[src/rtl/gel_defines.vh]
// offsets, field positions, reset values and codes of the gpio edge/logic block
`ifndef GEL_DEFINES_VH
`define GEL_DEFINES_VH
`define GEL_ADDR_DATA 8'h00
`define GEL_ADDR_DIR 8'h01
`define GEL_ADDR_MASK 8'h05
`define GEL_ADDR_SENSE_HIGH 8'h06
`define GEL_ADDR_SENSE_LOW 8'h07
`define GEL_ADDR_SOURCE 8'h08
`define GEL_ADDR_EVENT 8'h09
`define GEL_ADDR_OPTIONS 8'h0A
`define GEL_ADDR_MODE 8'h10
`define GEL_ADDR_TABLE0 8'h11
`define GEL_ADDR_TABLE1 8'h12
`define GEL_ADDR_TABLE2 8'h13
`define GEL_ADDR_TABLE3 8'h14
`define GEL_RST_DATA 8'hFF
`define GEL_RST_DIR 8'hFF
`define GEL_RST_MASK 8'hFF
`define GEL_RST_ZERO 8'h00
`define GEL_SENSE_NONE 2'h0
`define GEL_SENSE_RISE 2'h1
`define GEL_SENSE_FALL 2'h2
`define GEL_SENSE_BOTH 2'h3
`define GEL_MODE_GPIO 2'h0
`define GEL_MODE_TWO_IN 2'h1
`define GEL_MODE_THREE_IN 2'h2
`define GEL_MODE_THREE_TWO 2'h3
`define GEL_MODE_LO_LSB 0
`define GEL_MODE_HI_LSB 4
`define GEL_OPT_AUTOCLR_BIT 0
`endif

[src/rtl/gel_edge_irq_mapper.v]
// edge interrupt and programmable logic section of a 16-pin gpio expander
// Behaviour
// - reset clears detection, interrupt pin released
// - interrupt mask resets to all ones
// - transition flags reset cleared
// - unmasked matching edge pulls interrupt low
// - source register shows which pins interrupted
// - writing all ones clears that bank's source and flags, interrupt once neither bank has a source bit set
// - option: pin value read clears interrupt
// - mask bit zero enables that pin
// - two-bit sense field per pin
// - truth tables: four 3-in or two 3-to-2
// - unclaimed pins GPIO, claimed direction forced
// - direction ignored by logic, pins still readable
// - low mode codes 01 and 10 claim pins 0-2 and 0-3
// - code 11 claims pins 0-4, ignores upper
// - upper mode field claims pins 4-6 (code 01) or 4-7 (code 10)
// - each bank has its own mode register
// - two-input output indexes table zero (low field) or table two (upper field)
// - writing one clears single source bit
// - sense codes none, rising, falling, both
`timescale 1ns/100ps
`default_nettype none
`include "gel_defines.vh"
module gel_edge_irq_mapper #(
  parameter NPIN = 16
) (
  input wire core_clk_i,
  input wire rst_b_i,
  input wire [7:0] reg_addr_i,
  input wire [7:0] reg_wdata_i,
  input wire reg_wr_i,
  input wire reg_rd_i,
  input wire [7:0] reg_bank_i,
  output reg [7:0] reg_rdata_o,
  input wire [15:0] pin_in_i,
  output wire [15:0] pin_out_o,
  output wire [15:0] pin_oe_o,
  output wire interrupt_out_n_o,
  output wire interrupt_out_n_oe_o
);
  ////////////////////////////////////////////////////////////////////////
  // registers, two banks: index 0 is bank a (pins 0-7), 1 is bank b
  reg [15:0] data_reg;
  reg [15:0] direction_reg;
  reg [15:0] irq_mask_reg;
  reg [31:0] edge_sense_reg;
  reg [15:0] irq_source_reg;
  reg [15:0] event_flag_reg;
  reg [7:0] extra_options_reg;
  reg [7:0] logic_mode_bank_a;
  reg [7:0] logic_mode_bank_b;
  reg [7:0] tbl_a0;
  reg [7:0] tbl_a1;
  reg [7:0] tbl_a2;
  reg [7:0] tbl_a3;
  reg [7:0] tbl_b0;
  reg [7:0] tbl_b1;
  reg [7:0] tbl_b2;
  reg [7:0] tbl_b3;
  reg [15:0] pin_meta;
  reg [15:0] pin_sync;
  reg [15:0] pin_prev;

  ////////////////////////////////////////////////////////////////////////
  // programmable logic, one instance per bank
  wire [7:0] claim_a;
  wire [7:0] claim_b;
  wire [7:0] isout_a;
  wire [7:0] isout_b;
  wire [7:0] val_a;
  wire [7:0] val_b;
  wire [15:0] claim;
  wire [15:0] is_out;
  wire [15:0] logic_val;

  gel_logic_bank u_bank_a (
    .pin_i(pin_in_i[7:0]),
    .logic_mode_i(logic_mode_bank_a),
    .table0_i(tbl_a0),
    .table1_i(tbl_a1),
    .table2_i(tbl_a2),
    .table3_i(tbl_a3),
    .claim_o(claim_a),
    .is_out_o(isout_a),
    .value_o(val_a)
  );

  gel_logic_bank u_bank_b (
    .pin_i(pin_in_i[15:8]),
    .logic_mode_i(logic_mode_bank_b),
    .table0_i(tbl_b0),
    .table1_i(tbl_b1),
    .table2_i(tbl_b2),
    .table3_i(tbl_b3),
    .claim_o(claim_b),
    .is_out_o(isout_b),
    .value_o(val_b)
  );

  assign claim = {claim_b, claim_a};
  assign is_out = {isout_b, isout_a};
  assign logic_val = {val_b, val_a};

  // claimed pins take direction from their role, others from direction_reg
  assign pin_oe_o = (claim & is_out) | (~claim & ~direction_reg);
  assign pin_out_o = (claim & is_out & logic_val) | (~claim & data_reg);

  ////////////////////////////////////////////////////////////////////////
  // edge detection
  function edge_hit;
    input [1:0] sense;
    input prev;
    input cur;
    begin
      case (sense)
        `GEL_SENSE_RISE: edge_hit = ~prev & cur;
        `GEL_SENSE_FALL: edge_hit = prev & ~cur;
        `GEL_SENSE_BOTH: edge_hit = prev ^ cur;
        default: edge_hit = 1'b0;
      endcase
    end
  endfunction

  reg [15:0] edge_now;
  integer k;
  always @* begin
    edge_now = 16'h0000;
    for (k = 0; k < NPIN; k = k + 1) begin
      edge_now[k] = edge_hit(edge_sense_reg[2*k +: 2], pin_prev[k],
                             pin_sync[k]);
    end
  end

  ////////////////////////////////////////////////////////////////////////
  // register access decode
  wire bank_b;
  wire wr_a;
  wire wr_b;
  wire [15:0] wr_word;
  assign bank_b = reg_bank_i[0];
  assign wr_a = reg_wr_i & ~bank_b;
  assign wr_b = reg_wr_i & bank_b;
  assign wr_word = bank_b ? {reg_wdata_i, 8'h00} : {8'h00, reg_wdata_i};

  wire src_wr;
  wire auto_clr;
  reg [15:0] clr_mask;
  assign src_wr = reg_wr_i & (reg_addr_i == `GEL_ADDR_SOURCE);
  assign auto_clr = reg_rd_i & (reg_addr_i == `GEL_ADDR_DATA) &
                    extra_options_reg[`GEL_OPT_AUTOCLR_BIT];
  always @* begin
    clr_mask = 16'h0000;
    if (src_wr) begin
      clr_mask = wr_word;
    end
    if (auto_clr) begin
      clr_mask = 16'hFFFF;
    end
  end

  wire [15:0] hit;
  assign hit = edge_now & ~irq_mask_reg;

  ////////////////////////////////////////////////////////////////////////
  // input synchroniser; only pin_sync may read pin_meta
  always @(posedge core_clk_i or negedge rst_b_i) begin
    if (!rst_b_i) begin
      pin_meta <= 16'h0000;
      pin_sync <= 16'h0000;
      pin_prev <= 16'h0000;
    end else begin
      pin_meta <= pin_in_i;
      pin_sync <= pin_meta;
      pin_prev <= pin_sync;
    end
  end

  ////////////////////////////////////////////////////////////////////////
  // event and source flags
  reg [15:0] next_source;
  reg [15:0] next_event;
  always @* begin
    // a new edge wins over a clear in the same cycle
    next_source = (irq_source_reg & ~clr_mask) | hit;
    next_event = (event_flag_reg & ~clr_mask) | edge_now;
  end

  always @(posedge core_clk_i or negedge rst_b_i) begin
    if (!rst_b_i) begin
      irq_source_reg <= 16'h0000;
      event_flag_reg <= 16'h0000;
    end else begin
      irq_source_reg <= next_source;
      event_flag_reg <= next_event;
    end
  end

  ////////////////////////////////////////////////////////////////////////
  // configuration registers, written one bank half at a time
  always @(posedge core_clk_i or negedge rst_b_i) begin
    if (!rst_b_i) begin
      data_reg <= {`GEL_RST_DATA, `GEL_RST_DATA};
      direction_reg <= {`GEL_RST_DIR, `GEL_RST_DIR};
      irq_mask_reg <= {`GEL_RST_MASK, `GEL_RST_MASK};
      edge_sense_reg <= 32'h00000000;
      extra_options_reg <= `GEL_RST_ZERO;
      logic_mode_bank_a <= `GEL_RST_ZERO;
      logic_mode_bank_b <= `GEL_RST_ZERO;
      tbl_a0 <= `GEL_RST_ZERO;
      tbl_a1 <= `GEL_RST_ZERO;
      tbl_a2 <= `GEL_RST_ZERO;
      tbl_a3 <= `GEL_RST_ZERO;
      tbl_b0 <= `GEL_RST_ZERO;
      tbl_b1 <= `GEL_RST_ZERO;
      tbl_b2 <= `GEL_RST_ZERO;
      tbl_b3 <= `GEL_RST_ZERO;
    end else begin
      if (wr_a) begin
        case (reg_addr_i)
          `GEL_ADDR_DATA: data_reg[7:0] <= reg_wdata_i;
          `GEL_ADDR_DIR: direction_reg[7:0] <= reg_wdata_i;
          `GEL_ADDR_MASK: irq_mask_reg[7:0] <= reg_wdata_i;
          `GEL_ADDR_SENSE_HIGH: edge_sense_reg[15:8] <= reg_wdata_i;
          `GEL_ADDR_SENSE_LOW: edge_sense_reg[7:0] <= reg_wdata_i;
          `GEL_ADDR_OPTIONS: extra_options_reg <= reg_wdata_i;
          `GEL_ADDR_MODE: logic_mode_bank_a <= reg_wdata_i;
          `GEL_ADDR_TABLE0: tbl_a0 <= reg_wdata_i;
          `GEL_ADDR_TABLE1: tbl_a1 <= reg_wdata_i;
          `GEL_ADDR_TABLE2: tbl_a2 <= reg_wdata_i;
          `GEL_ADDR_TABLE3: tbl_a3 <= reg_wdata_i;
          default: tbl_a3 <= tbl_a3;
        endcase
      end
      if (wr_b) begin
        case (reg_addr_i)
          `GEL_ADDR_DATA: data_reg[15:8] <= reg_wdata_i;
          `GEL_ADDR_DIR: direction_reg[15:8] <= reg_wdata_i;
          `GEL_ADDR_MASK: irq_mask_reg[15:8] <= reg_wdata_i;
          `GEL_ADDR_SENSE_HIGH: edge_sense_reg[31:24] <= reg_wdata_i;
          `GEL_ADDR_SENSE_LOW: edge_sense_reg[23:16] <= reg_wdata_i;
          `GEL_ADDR_OPTIONS: extra_options_reg <= reg_wdata_i;
          `GEL_ADDR_MODE: logic_mode_bank_b <= reg_wdata_i;
          `GEL_ADDR_TABLE0: tbl_b0 <= reg_wdata_i;
          `GEL_ADDR_TABLE1: tbl_b1 <= reg_wdata_i;
          `GEL_ADDR_TABLE2: tbl_b2 <= reg_wdata_i;
          `GEL_ADDR_TABLE3: tbl_b3 <= reg_wdata_i;
          default: tbl_b3 <= tbl_b3;
        endcase
      end
    end
  end

  ////////////////////////////////////////////////////////////////////////
  // read data, combinational from the current address and bank
  // pick the half of a 16-bit register that the bank select names
  function [7:0] bank_half;
    input [15:0] full;
    input sel;
    begin
      bank_half = sel ? full[15:8] : full[7:0];
    end
  endfunction

  always @* begin
    reg_rdata_o = 8'h00;
    case (reg_addr_i)
      `GEL_ADDR_DATA:
        reg_rdata_o = bank_half(pin_sync, bank_b);
      `GEL_ADDR_DIR:
        reg_rdata_o = bank_half(direction_reg, bank_b);
      `GEL_ADDR_MASK:
        reg_rdata_o = bank_half(irq_mask_reg, bank_b);
      `GEL_ADDR_SENSE_HIGH:
        reg_rdata_o = bank_b ? edge_sense_reg[31:24] : edge_sense_reg[15:8];
      `GEL_ADDR_SENSE_LOW:
        reg_rdata_o = bank_b ? edge_sense_reg[23:16] : edge_sense_reg[7:0];
      `GEL_ADDR_SOURCE:
        reg_rdata_o = bank_half(irq_source_reg, bank_b);
      `GEL_ADDR_EVENT:
        reg_rdata_o = bank_half(event_flag_reg, bank_b);
      `GEL_ADDR_OPTIONS: reg_rdata_o = extra_options_reg;
      `GEL_ADDR_MODE:
        reg_rdata_o = bank_b ? logic_mode_bank_b : logic_mode_bank_a;
      `GEL_ADDR_TABLE0: reg_rdata_o = bank_b ? tbl_b0 : tbl_a0;
      `GEL_ADDR_TABLE1: reg_rdata_o = bank_b ? tbl_b1 : tbl_a1;
      `GEL_ADDR_TABLE2: reg_rdata_o = bank_b ? tbl_b2 : tbl_a2;
      `GEL_ADDR_TABLE3: reg_rdata_o = bank_b ? tbl_b3 : tbl_a3;
      default: reg_rdata_o = 8'h00;
    endcase
  end

  ////////////////////////////////////////////////////////////////////////
  // open-drain interrupt: drive low only while a source bit is set
  assign interrupt_out_n_o = 1'b0;
  assign interrupt_out_n_oe_o = |irq_source_reg;
endmodule // gel_edge_irq_mapper
`default_nettype wire

[src/rtl/gel_logic_bank.v]
// combinational programmable logic for one eight-pin bank
`timescale 1ns/100ps
`default_nettype none
`include "gel_defines.vh"
module gel_logic_bank (
  input wire [7:0] pin_i,
  input wire [7:0] logic_mode_i,
  input wire [7:0] table0_i,
  input wire [7:0] table1_i,
  input wire [7:0] table2_i,
  input wire [7:0] table3_i,
  output reg [7:0] claim_o,
  output reg [7:0] is_out_o,
  output reg [7:0] value_o
);
  wire [1:0] lo;
  wire [1:0] hi;
  assign lo = logic_mode_i[`GEL_MODE_LO_LSB+1:`GEL_MODE_LO_LSB];
  assign hi = logic_mode_i[`GEL_MODE_HI_LSB+1:`GEL_MODE_HI_LSB];

  // pick one bit of an eight-bit table by a three-bit index
  function pick;
    input [7:0] tbl;
    input [2:0] idx;
    begin
      pick = tbl[idx];
    end
  endfunction

  always @* begin
    claim_o = 8'h00;
    is_out_o = 8'h00;
    value_o = 8'h00;
    case (lo)
      `GEL_MODE_TWO_IN: begin
        claim_o[2:0] = 3'h7;
        is_out_o[2] = 1'b1;
        value_o[2] = pick(table0_i, {1'b0, pin_i[1:0]});
      end
      `GEL_MODE_THREE_IN: begin
        claim_o[3:0] = 4'hF;
        is_out_o[3] = 1'b1;
        value_o[3] = pick(table0_i, pin_i[2:0]);
      end
      `GEL_MODE_THREE_TWO: begin
        claim_o[4:0] = 5'h1F;
        is_out_o[4:3] = 2'h3;
        value_o[3] = pick(table0_i, pin_i[2:0]);
        value_o[4] = pick(table1_i, pin_i[2:0]);
      end
      default: begin
        claim_o[3:0] = 4'h0;
      end
    endcase
    if (lo != `GEL_MODE_THREE_TWO) begin
      case (hi)
        `GEL_MODE_TWO_IN: begin
          claim_o[6:4] = 3'h7;
          is_out_o[6] = 1'b1;
          value_o[6] = pick(table2_i, {1'b0, pin_i[5:4]});
        end
        `GEL_MODE_THREE_IN: begin
          claim_o[7:4] = 4'hF;
          is_out_o[7] = 1'b1;
          value_o[7] = pick(table2_i, pin_i[6:4]);
        end
        default: begin
          claim_o[7:4] = 4'h0;
        end
      endcase
    end
  end
endmodule // gel_logic_bank
`default_nettype wire

[config.mk]
export PLATFORM = sky130hd
export DESIGN_NAME = gel_edge_irq_mapper
export DESIGN_NICKNAME = d
export VERILOG_FILES = /design/src/rtl/gel_edge_irq_mapper.v /design/src/rtl/gel_logic_bank.v
export VERILOG_INCLUDE_DIRS = /design/src /design/src/rtl
export SDC_FILE = /design/constraint.sdc
export NUM_CORES = 1
export LEC_CHECK = 0
export BUFFER_PORTS_ARGS = -buffer_cell sky130_fd_sc_hd__buf_2
export CAP_MARGIN = 20
export CORE_ASPECT_RATIO = 1.75
export CORE_MARGIN = 2
export CORE_UTILIZATION = 33
export CTS_CLUSTER_SIZE = 12
export DETAILED_ROUTE_END_ITERATION = 10
export GPL_TIMING_DRIVEN = 0
export RECOVER_POWER = 25
export SYNTH_ARGS = -nofsm -noshare
export SYNTH_HDL_FRONTEND = slang
export SYNTH_SLANG_ARGS = --single-unit
[constraint.sdc]
create_clock -name core_clk_i -period 1.8 [get_ports core_clk_i]
set_input_delay 0.18 -clock core_clk_i [delete_from_list [all_inputs] [get_ports core_clk_i]]
set_output_delay 0.18 -clock core_clk_i [all_outputs]
set_load 0.02 [all_outputs]
## Word level (Yosys, flattened, before mapping)

Index checks and enable logic that the tools add are counted.

| word-level totals | value |
|---|---|
| input bits | 44 |
| flip-flop bits (word level) | 248 |
| word-level logic and storage cells | 321 |
| output and inout port bits | 42 |

| cells by class | value |
|---|---|
| $lt $le $gt $ge | 8 |
| mux-type cells | 86 |
| bitwise gates (word level) | 101 |
| equal/unequal tests | 72 |
| reductions and logical operators | 28 |

Operators with widths:

| operator | count |
|---|---|
| 8-bit 2-to-1 mux | 16 |
| 16-bit bitwise AND | 7 |
| 8-bit case mux with 13 select lines | 1 |
| 2-bit == test, second input constant | 38 |
| 16-bit inverter | 4 |
| 16-bit bitwise OR | 4 |
| 16-bit 2-to-1 mux | 3 |
| 1-bit case mux with 3 select lines | 16 |
| 2-bit by 1-bit == test with 1-bit output, second input constant | 20 |
| 8-bit by 5-bit == test with 1-bit output, second input constant | 5 |
| 2-bit AND reduction | 20 |
| 1-bit bitwise AND | 37 |
| 1-bit inverter | 33 |
| 1-bit 2-to-1 mux | 30 |
| 8-bit by 3-bit == test with 1-bit output, second input constant | 3 |
| 8-bit by 4-bit == test with 1-bit output, second input constant | 3 |
| 1-bit binary-select mux with 3-bit select | 6 |
| 2-bit by 4-bit < comparator with 1-bit output, second input constant | 4 |
| 3-bit by 4-bit < comparator with 1-bit output, second input constant | 4 |
| 16-bit OR reduction | 1 |
| 1-bit XOR | 16 |
| 3-bit 2-to-1 mux | 4 |
| 1-bit binary-select mux with 2-bit select | 4 |
| 8-bit by 1-bit == test with 1-bit output, second input constant | 1 |
| other kinds (6) | 15 |

## Depth between registers and ports, before layout

| logic depth | value |
|---|---|
| depth after elaboration | 7 |
| mapped depth | 8 |
| depth with buffers taken out | 7 |

## Modules after synthesis

Synthesis repeated with hierarchy kept, for this count alone.

| second synthesis, totals | value |
|---|---|
| cell total of the unflattened synthesis | 1098 |
| area, all modules | 12976.2 µm² |

By module, submodules not included:

| module | area each (µm²) | cells each | seq. area each (µm²) | times used |
|---|---|---|---|---|
| gel_edge_irq_mapper | 12050.3 | 986 | 6266.0 | 1 |
| gel_logic_bank | 462.9 | 56 | 0.0 | 2 |

## Worst setup path after synthesis

No wires, ideal clock.

| timing path | value |
|---|---|
| kind | in2out |
| start point | input reg_bank_i[0] |
| end point | output reg_rdata_o[3] |
| stages | 8 |
| arrival time | 1847 ps |
| path buffers | 4 |
| required time | 1620 ps |
| slack | -227 ps |
| path through | buf_2 -> buf_2 -> buf_2 -> buf_2 -> mux2i_1 -> nor2_1 -> a221oi_1 -> nand3_1 |

| on the way | value |
|---|---|
| cells in the longest elaborated chain, start to end | 2 |
| elaborated cells between the ends (all ways) | 13 |
| classes of those cells | mux (13) |

RTL lines:

| item | line | source |
|---|---|---|
| start: declaration | gel_edge_irq_mapper.v:34 | `input wire [7:0] reg_bank_i,` |
| 8-bit 2-to-1 mux, or another cell as far along | gel_edge_irq_mapper.v:288 | `` `GEL_ADDR_TABLE3: reg_rdata_o = bank_b ? tbl_b3 : tbl_a3; `` |
| 8-bit case mux with 13 select lines * | gel_edge_irq_mapper.v:267 | `case (reg_addr_i)` |
| end: declaration | gel_edge_irq_mapper.v:35 | `output reg [7:0] reg_rdata_o,` |

Mark *: on every way between the ends. The rest lies on a longest branch, timed or not.

## Worst setup path after layout

| timing path | value |
|---|---|
| start point | register edge_sense_reg[17] |
| end point | output reg_rdata_o[1] |

| on the way | value |
|---|---|
| cells in the longest elaborated chain, start to end | 2 |

RTL lines:

| item | line | source |
|---|---|---|
| start: declaration | gel_edge_irq_mapper.v:47 | `reg [31:0] edge_sense_reg;` |
| start signal: assignment | gel_edge_irq_mapper.v:241 | `` `GEL_ADDR_SENSE_LOW: edge_sense_reg[23:16] <= reg_wdata_i; `` |
| 8-bit 2-to-1 mux | gel_edge_irq_mapper.v:277 | `reg_rdata_o = bank_b ? edge_sense_reg[23:16] : edge_sense_reg[7:0];` |
| 8-bit case mux with 13 select lines | gel_edge_irq_mapper.v:267 |  |

Every way passes these cells.

==> impl.org <==
** STA
- Tightest hold margin :: 0.227 ns
- For the pin with the worst max-slew slack, the measured transition is 1.41 ns.
- Summed over all failing endpoints, the final setup total negative slack is -33.30 ns.
- Timing-limited maximum frequency :: 0.375 GHz
- Measured against its own limit, the worst slew margin works out to 0.0591.
- The number of hold-slack violations in the final timing report came to 0.
- Post-layout worst setup margin :: -0.864 ns
- Max-slew violation count :: 0
- Setup repair after global routing could not meet its margin everywhere.
- Setup Skew :: 0.00885 ns
- Dividing the final minimum period by the clock period gives 1.48.
- Subtracting the final worst setup slack from the clock period gives 2.66 ns.
- Setup violation total in the final timing report :: 135

** Run status
- Outcome :: finished, violations left
- Failing checks :: setup timing

** Yosys
- After synthesis, the share of cell area in mux cells is 0.259.
- Area share of xor/xnor cells in the synthesized design :: 0
- Fraction of synthesis flops using an asynchronous set or reset pin :: 1.00
- Of the total synthesized cell area, the portion taken by AND, OR, NAND and NOR gates is 0.0758.
- Syn Nets :: 1090
- Post-Synthesis Cell Area :: 0.0122 sq mm
- A synthesized cell averages 12.1 sq um.
- Synthesized-area fraction occupied by adder cells :: 0.0368
- Part of the Yosys area used for sequential elements :: 0.512
- After synthesis, the netlist uses 51 different library cells.
- Main combinational cell family by area after synthesis :: multiplexers
- Number of synthesized register bits :: 248
- Yosys mapped a number of flops with a built-in enable equal to 0.
- Compound-Gate Fraction of Synth Area :: 0.0786
- Instance count of the mapped netlist :: 1010
- The most used flip-flop cell after synthesis is sky130_fd_sc_hd__dfrtp_1.
- Ys Warns :: 0

** Worst hold path
- The worst hold path begins at reg_wr_i.
- Worst hold path stage count :: 3
- Hold/Removal Path Class :: in2reg

** Worst setup path
- Traced cell by cell, the critical path runs through mux4_2 -> nand4_1 -> o21ai_0 -> nor4_1 -> nand3_1 -> buf_6.
- Across all register-to-register paths, the minimum setup slack is 0.12 ns.
- Worst reg-to-reg path cell count :: 6
- STA puts the critical path data required time at 1.62 ns.
- Buffers plus inverters on the worst setup path :: 1
- In this design, the largest share of critical-path delay is due to simple AND/OR/NAND/NOR gates.
- Startpoint types :: flop
- Worst setup EP type :: output port
- Standard cell with the maximum stage delay on the critical path :: sky130_fd_sc_hd__mux4_2
- In this run the critical register-to-register path is launched from pin_sync[1]$_DFF_PN0_.
- The endpoint identified for the worst register-to-register timing path is irq_source_reg[1]$_DFF_PN0_.
- For the worst setup path, the data arrival time is 2.48 ns.
- In this run the worst path has a maximum fanout of 2.
- Setup Crit Path Kind :: reg2out
- Slowest cell delay on critical path :: 0.52 ns

** Clock network
- Clock sinks :: 248
- The tree is rooted in a sky130_fd_sc_hd__clkbuf_16.
- After clock tree synthesis, the clock-pin slew on the worst setup and hold paths is 0.07 ns.
- Clock Path Buffers :: 3
- TritonCTS clock tree :: yes
- Later-pin clock latency in the skew report :: 0.56 ns
- TritonCTS created 26 clock buffers.
- In this run the number of H-tree levels came out at 1.

** Placed design
- Detailed placement ended at an HPWL of 33.0 mm.
- Port Buffers :: 74
- GPL Wtd Cong :: 1.00
- Number of cells after detailed placement :: 1561
- In this run the cell area measured after placement is 0.0133 sq mm.
- Post-placement worst setup slack :: -1.13 ns

** Layout
- Leading cell types in the layout, fill and taps excluded :: sky130_fd_sc_hd__dfrtp_1 (182), sky130_fd_sc_hd__mux2_2 (154), sky130_fd_sc_hd__mux2i_1 (76), sky130_fd_sc_hd__nand2_1 (73), sky130_fd_sc_hd__inv_1 (68)
- Max reg flops :: 32
- Relative to the synthesized area, the layout overhead comes to 26.6%.
- Core utilization of the finished layout :: 0.423
- Most frequent standard cell in the layout excluding fill and tap cells :: sky130_fd_sc_hd__dfrtp_1
- For this run, the post-layout net count is 1254.
- Antenna Cells :: 0
- With fillers left out, the area of the finished cells amounts to 0.0155 sq mm.
- Once layout is complete, the cells apart from fillers number 1669.
- Fraction of layout instances using a drive strength above 1 :: 0.420

** Power and ir drop
- Final Power :: 12.9 mW
- Summed over all cells, the static leakage comes to 7.12 nW.
- Max VDD drop :: 807 uV
- Cell Pwr Density :: 831 mW/mm^2

** Floorplan
- After floorplanning, the core was divided into 93 placement rows.
- The region available for standard cell placement spans 0.0367 sq mm.
- Horiz. Die Dim :: 150 um
- Starting density of the core :: 0.334
- Full die area :: 0.0387 sq mm
- 86 I/O pins were placed.
- The die is 259 um tall.

** Drt
- In the routed layout, each cell is associated on average with a via count of 5.43.
- For this run, the detailed router's first-pass iteration total came to 5.
- For this block, the initial DRC count from the detailed router was 572.
- Dividing the detail-routed wire length by the instance count gives 26.4 um.
- Vias post-DR :: 9057
- For this block, the routed nets add up to 44.1 mm of wire.
- ANT nets after route :: 0
- Drc violations :: 0

** Global routing
- The first global-routing pass estimated 64.3 mm of wire.
- Across every metal layer, demand over resource in global routing totals 0.230.
- Initial antenna violation count :: 0
- Total overflow reported by the global router :: 0
- Vias in the first global route :: 9631
- Entering global routing, the biggest net connects 109 pins.

** Run
- Number of maximum-capacitance constraint violations :: 0
-- final cells by class --
cell class,count,area [sq um]
plain buffers,42,342
multi-input cells,645,6080
clock inverters,5,53.8
flip-flops and latches,248,6290
fillers,3460,21200
repair buffers,139,1110
well taps,475,594
inverters,72,275
clock buffers,43,756
-- cells in the mapped netlist, drive strengths merged, types with 2 or more instances --
cell type | n | area, sq um
nor2b | 6 | 37.5
dfstp | 48 | 1260
inv | 72 | 270
a2bb2oi | 2 | 17.5
nand3 | 15 | 85.1
dfrtp | 200 | 5000
o211ai | 7 | 52.6
a22o | 16 | 140
nor3 | 14 | 80.1
nand4 | 7 | 50.1
o32ai | 3 | 26.3
a21oi | 25 | 125
mux4 | 21 | 473
ha | 36 | 450
a31oi | 2 | 12.5
a2111oi | 2 | 17.5
a21o | 16 | 120
o2bb2ai | 4 | 35.0
o21ai | 48 | 240
or2 | 2 | 12.5
nand2b | 6 | 37.5
mux2 | 155 | 1750
or4 | 2 | 15.0
buf | 16 | 82.6
nor2 | 37 | 171
nor4 | 6 | 52.6
a211oi | 3 | 22.5
nor3b | 4 | 30.0
nand2 | 83 | 317
and2 | 2 | 12.5
mux2i | 95 | 951
clkbuf | 29 | 109
o22ai | 17 | 106
-- cells by family after synthesis --
logic type | Yosys count
compound gates | 150
fa+ha+maj | 36
buf+inv | 117
flops | 248
mux | 271
other cells | 1
simple gates | 187
-- worst register-to-register path, delay by kind of cell (launching register included) --
kind,cells,cell delay [ns]
buffers and inverters,1,0.06
DFF,1,0.39
and+or+nand+nor,1,0.05
adders and majority gates,1,0.27
AOI/OAI and AO/OA,3,0.82
-- where the power goes --
part | internal [mW] | total [mW] | switching, mW
clock network | 3.00 | 5.30 | 2.30
registers | 5.89 | 6.12 | 0.227
logic | 0.619 | 1.45 | 0.833
-- per-layer routing --
metal / vias up / GRT usage / part of all wire
li1: 3923 / - / -
met1: 4612 / 0.244 / 0.35
met2: 367 / 0.411 / 0.51
met3: 155 / 0.0241 / 0.046
met4: 0 / 0.181 / 0.096
met5: - / 0 / 0
-- worst max-delay path by stage --
stage                                    from                          end  slack [ns]  depth (start not counted)
5_1_grt        edge_sense_reg[21]$_DFFE_PN0P_               reg_rdata_o[5]       -0.90                          6
2_1_floorplan                   reg_addr_i[5]               reg_rdata_o[4]       -0.02                          6
3_5_place_dp                    reg_addr_i[5]  irq_source_reg[8]$_DFF_PN0_       -1.13                          7
3_3_place_gp                          rst_b_i        pin_prev[8]$_DFF_PN0_       -3.91                          1
4_1_cts        edge_sense_reg[21]$_DFFE_PN0P_               reg_rdata_o[5]       -0.90                          6
6_report       edge_sense_reg[17]$_DFFE_PN0P_               reg_rdata_o[1]       -0.86                          6
-- what timing repair did --
action                                  CTS  global route
hold buffers                             25             0
endpoints found under the setup margin  209            67
pin swaps                                25            22
setup buffers                            27            11
resized for setup                       164            64
endpoints found under the hold margin    89             0
Note: power is estimated with default switching activity, not from simulation.
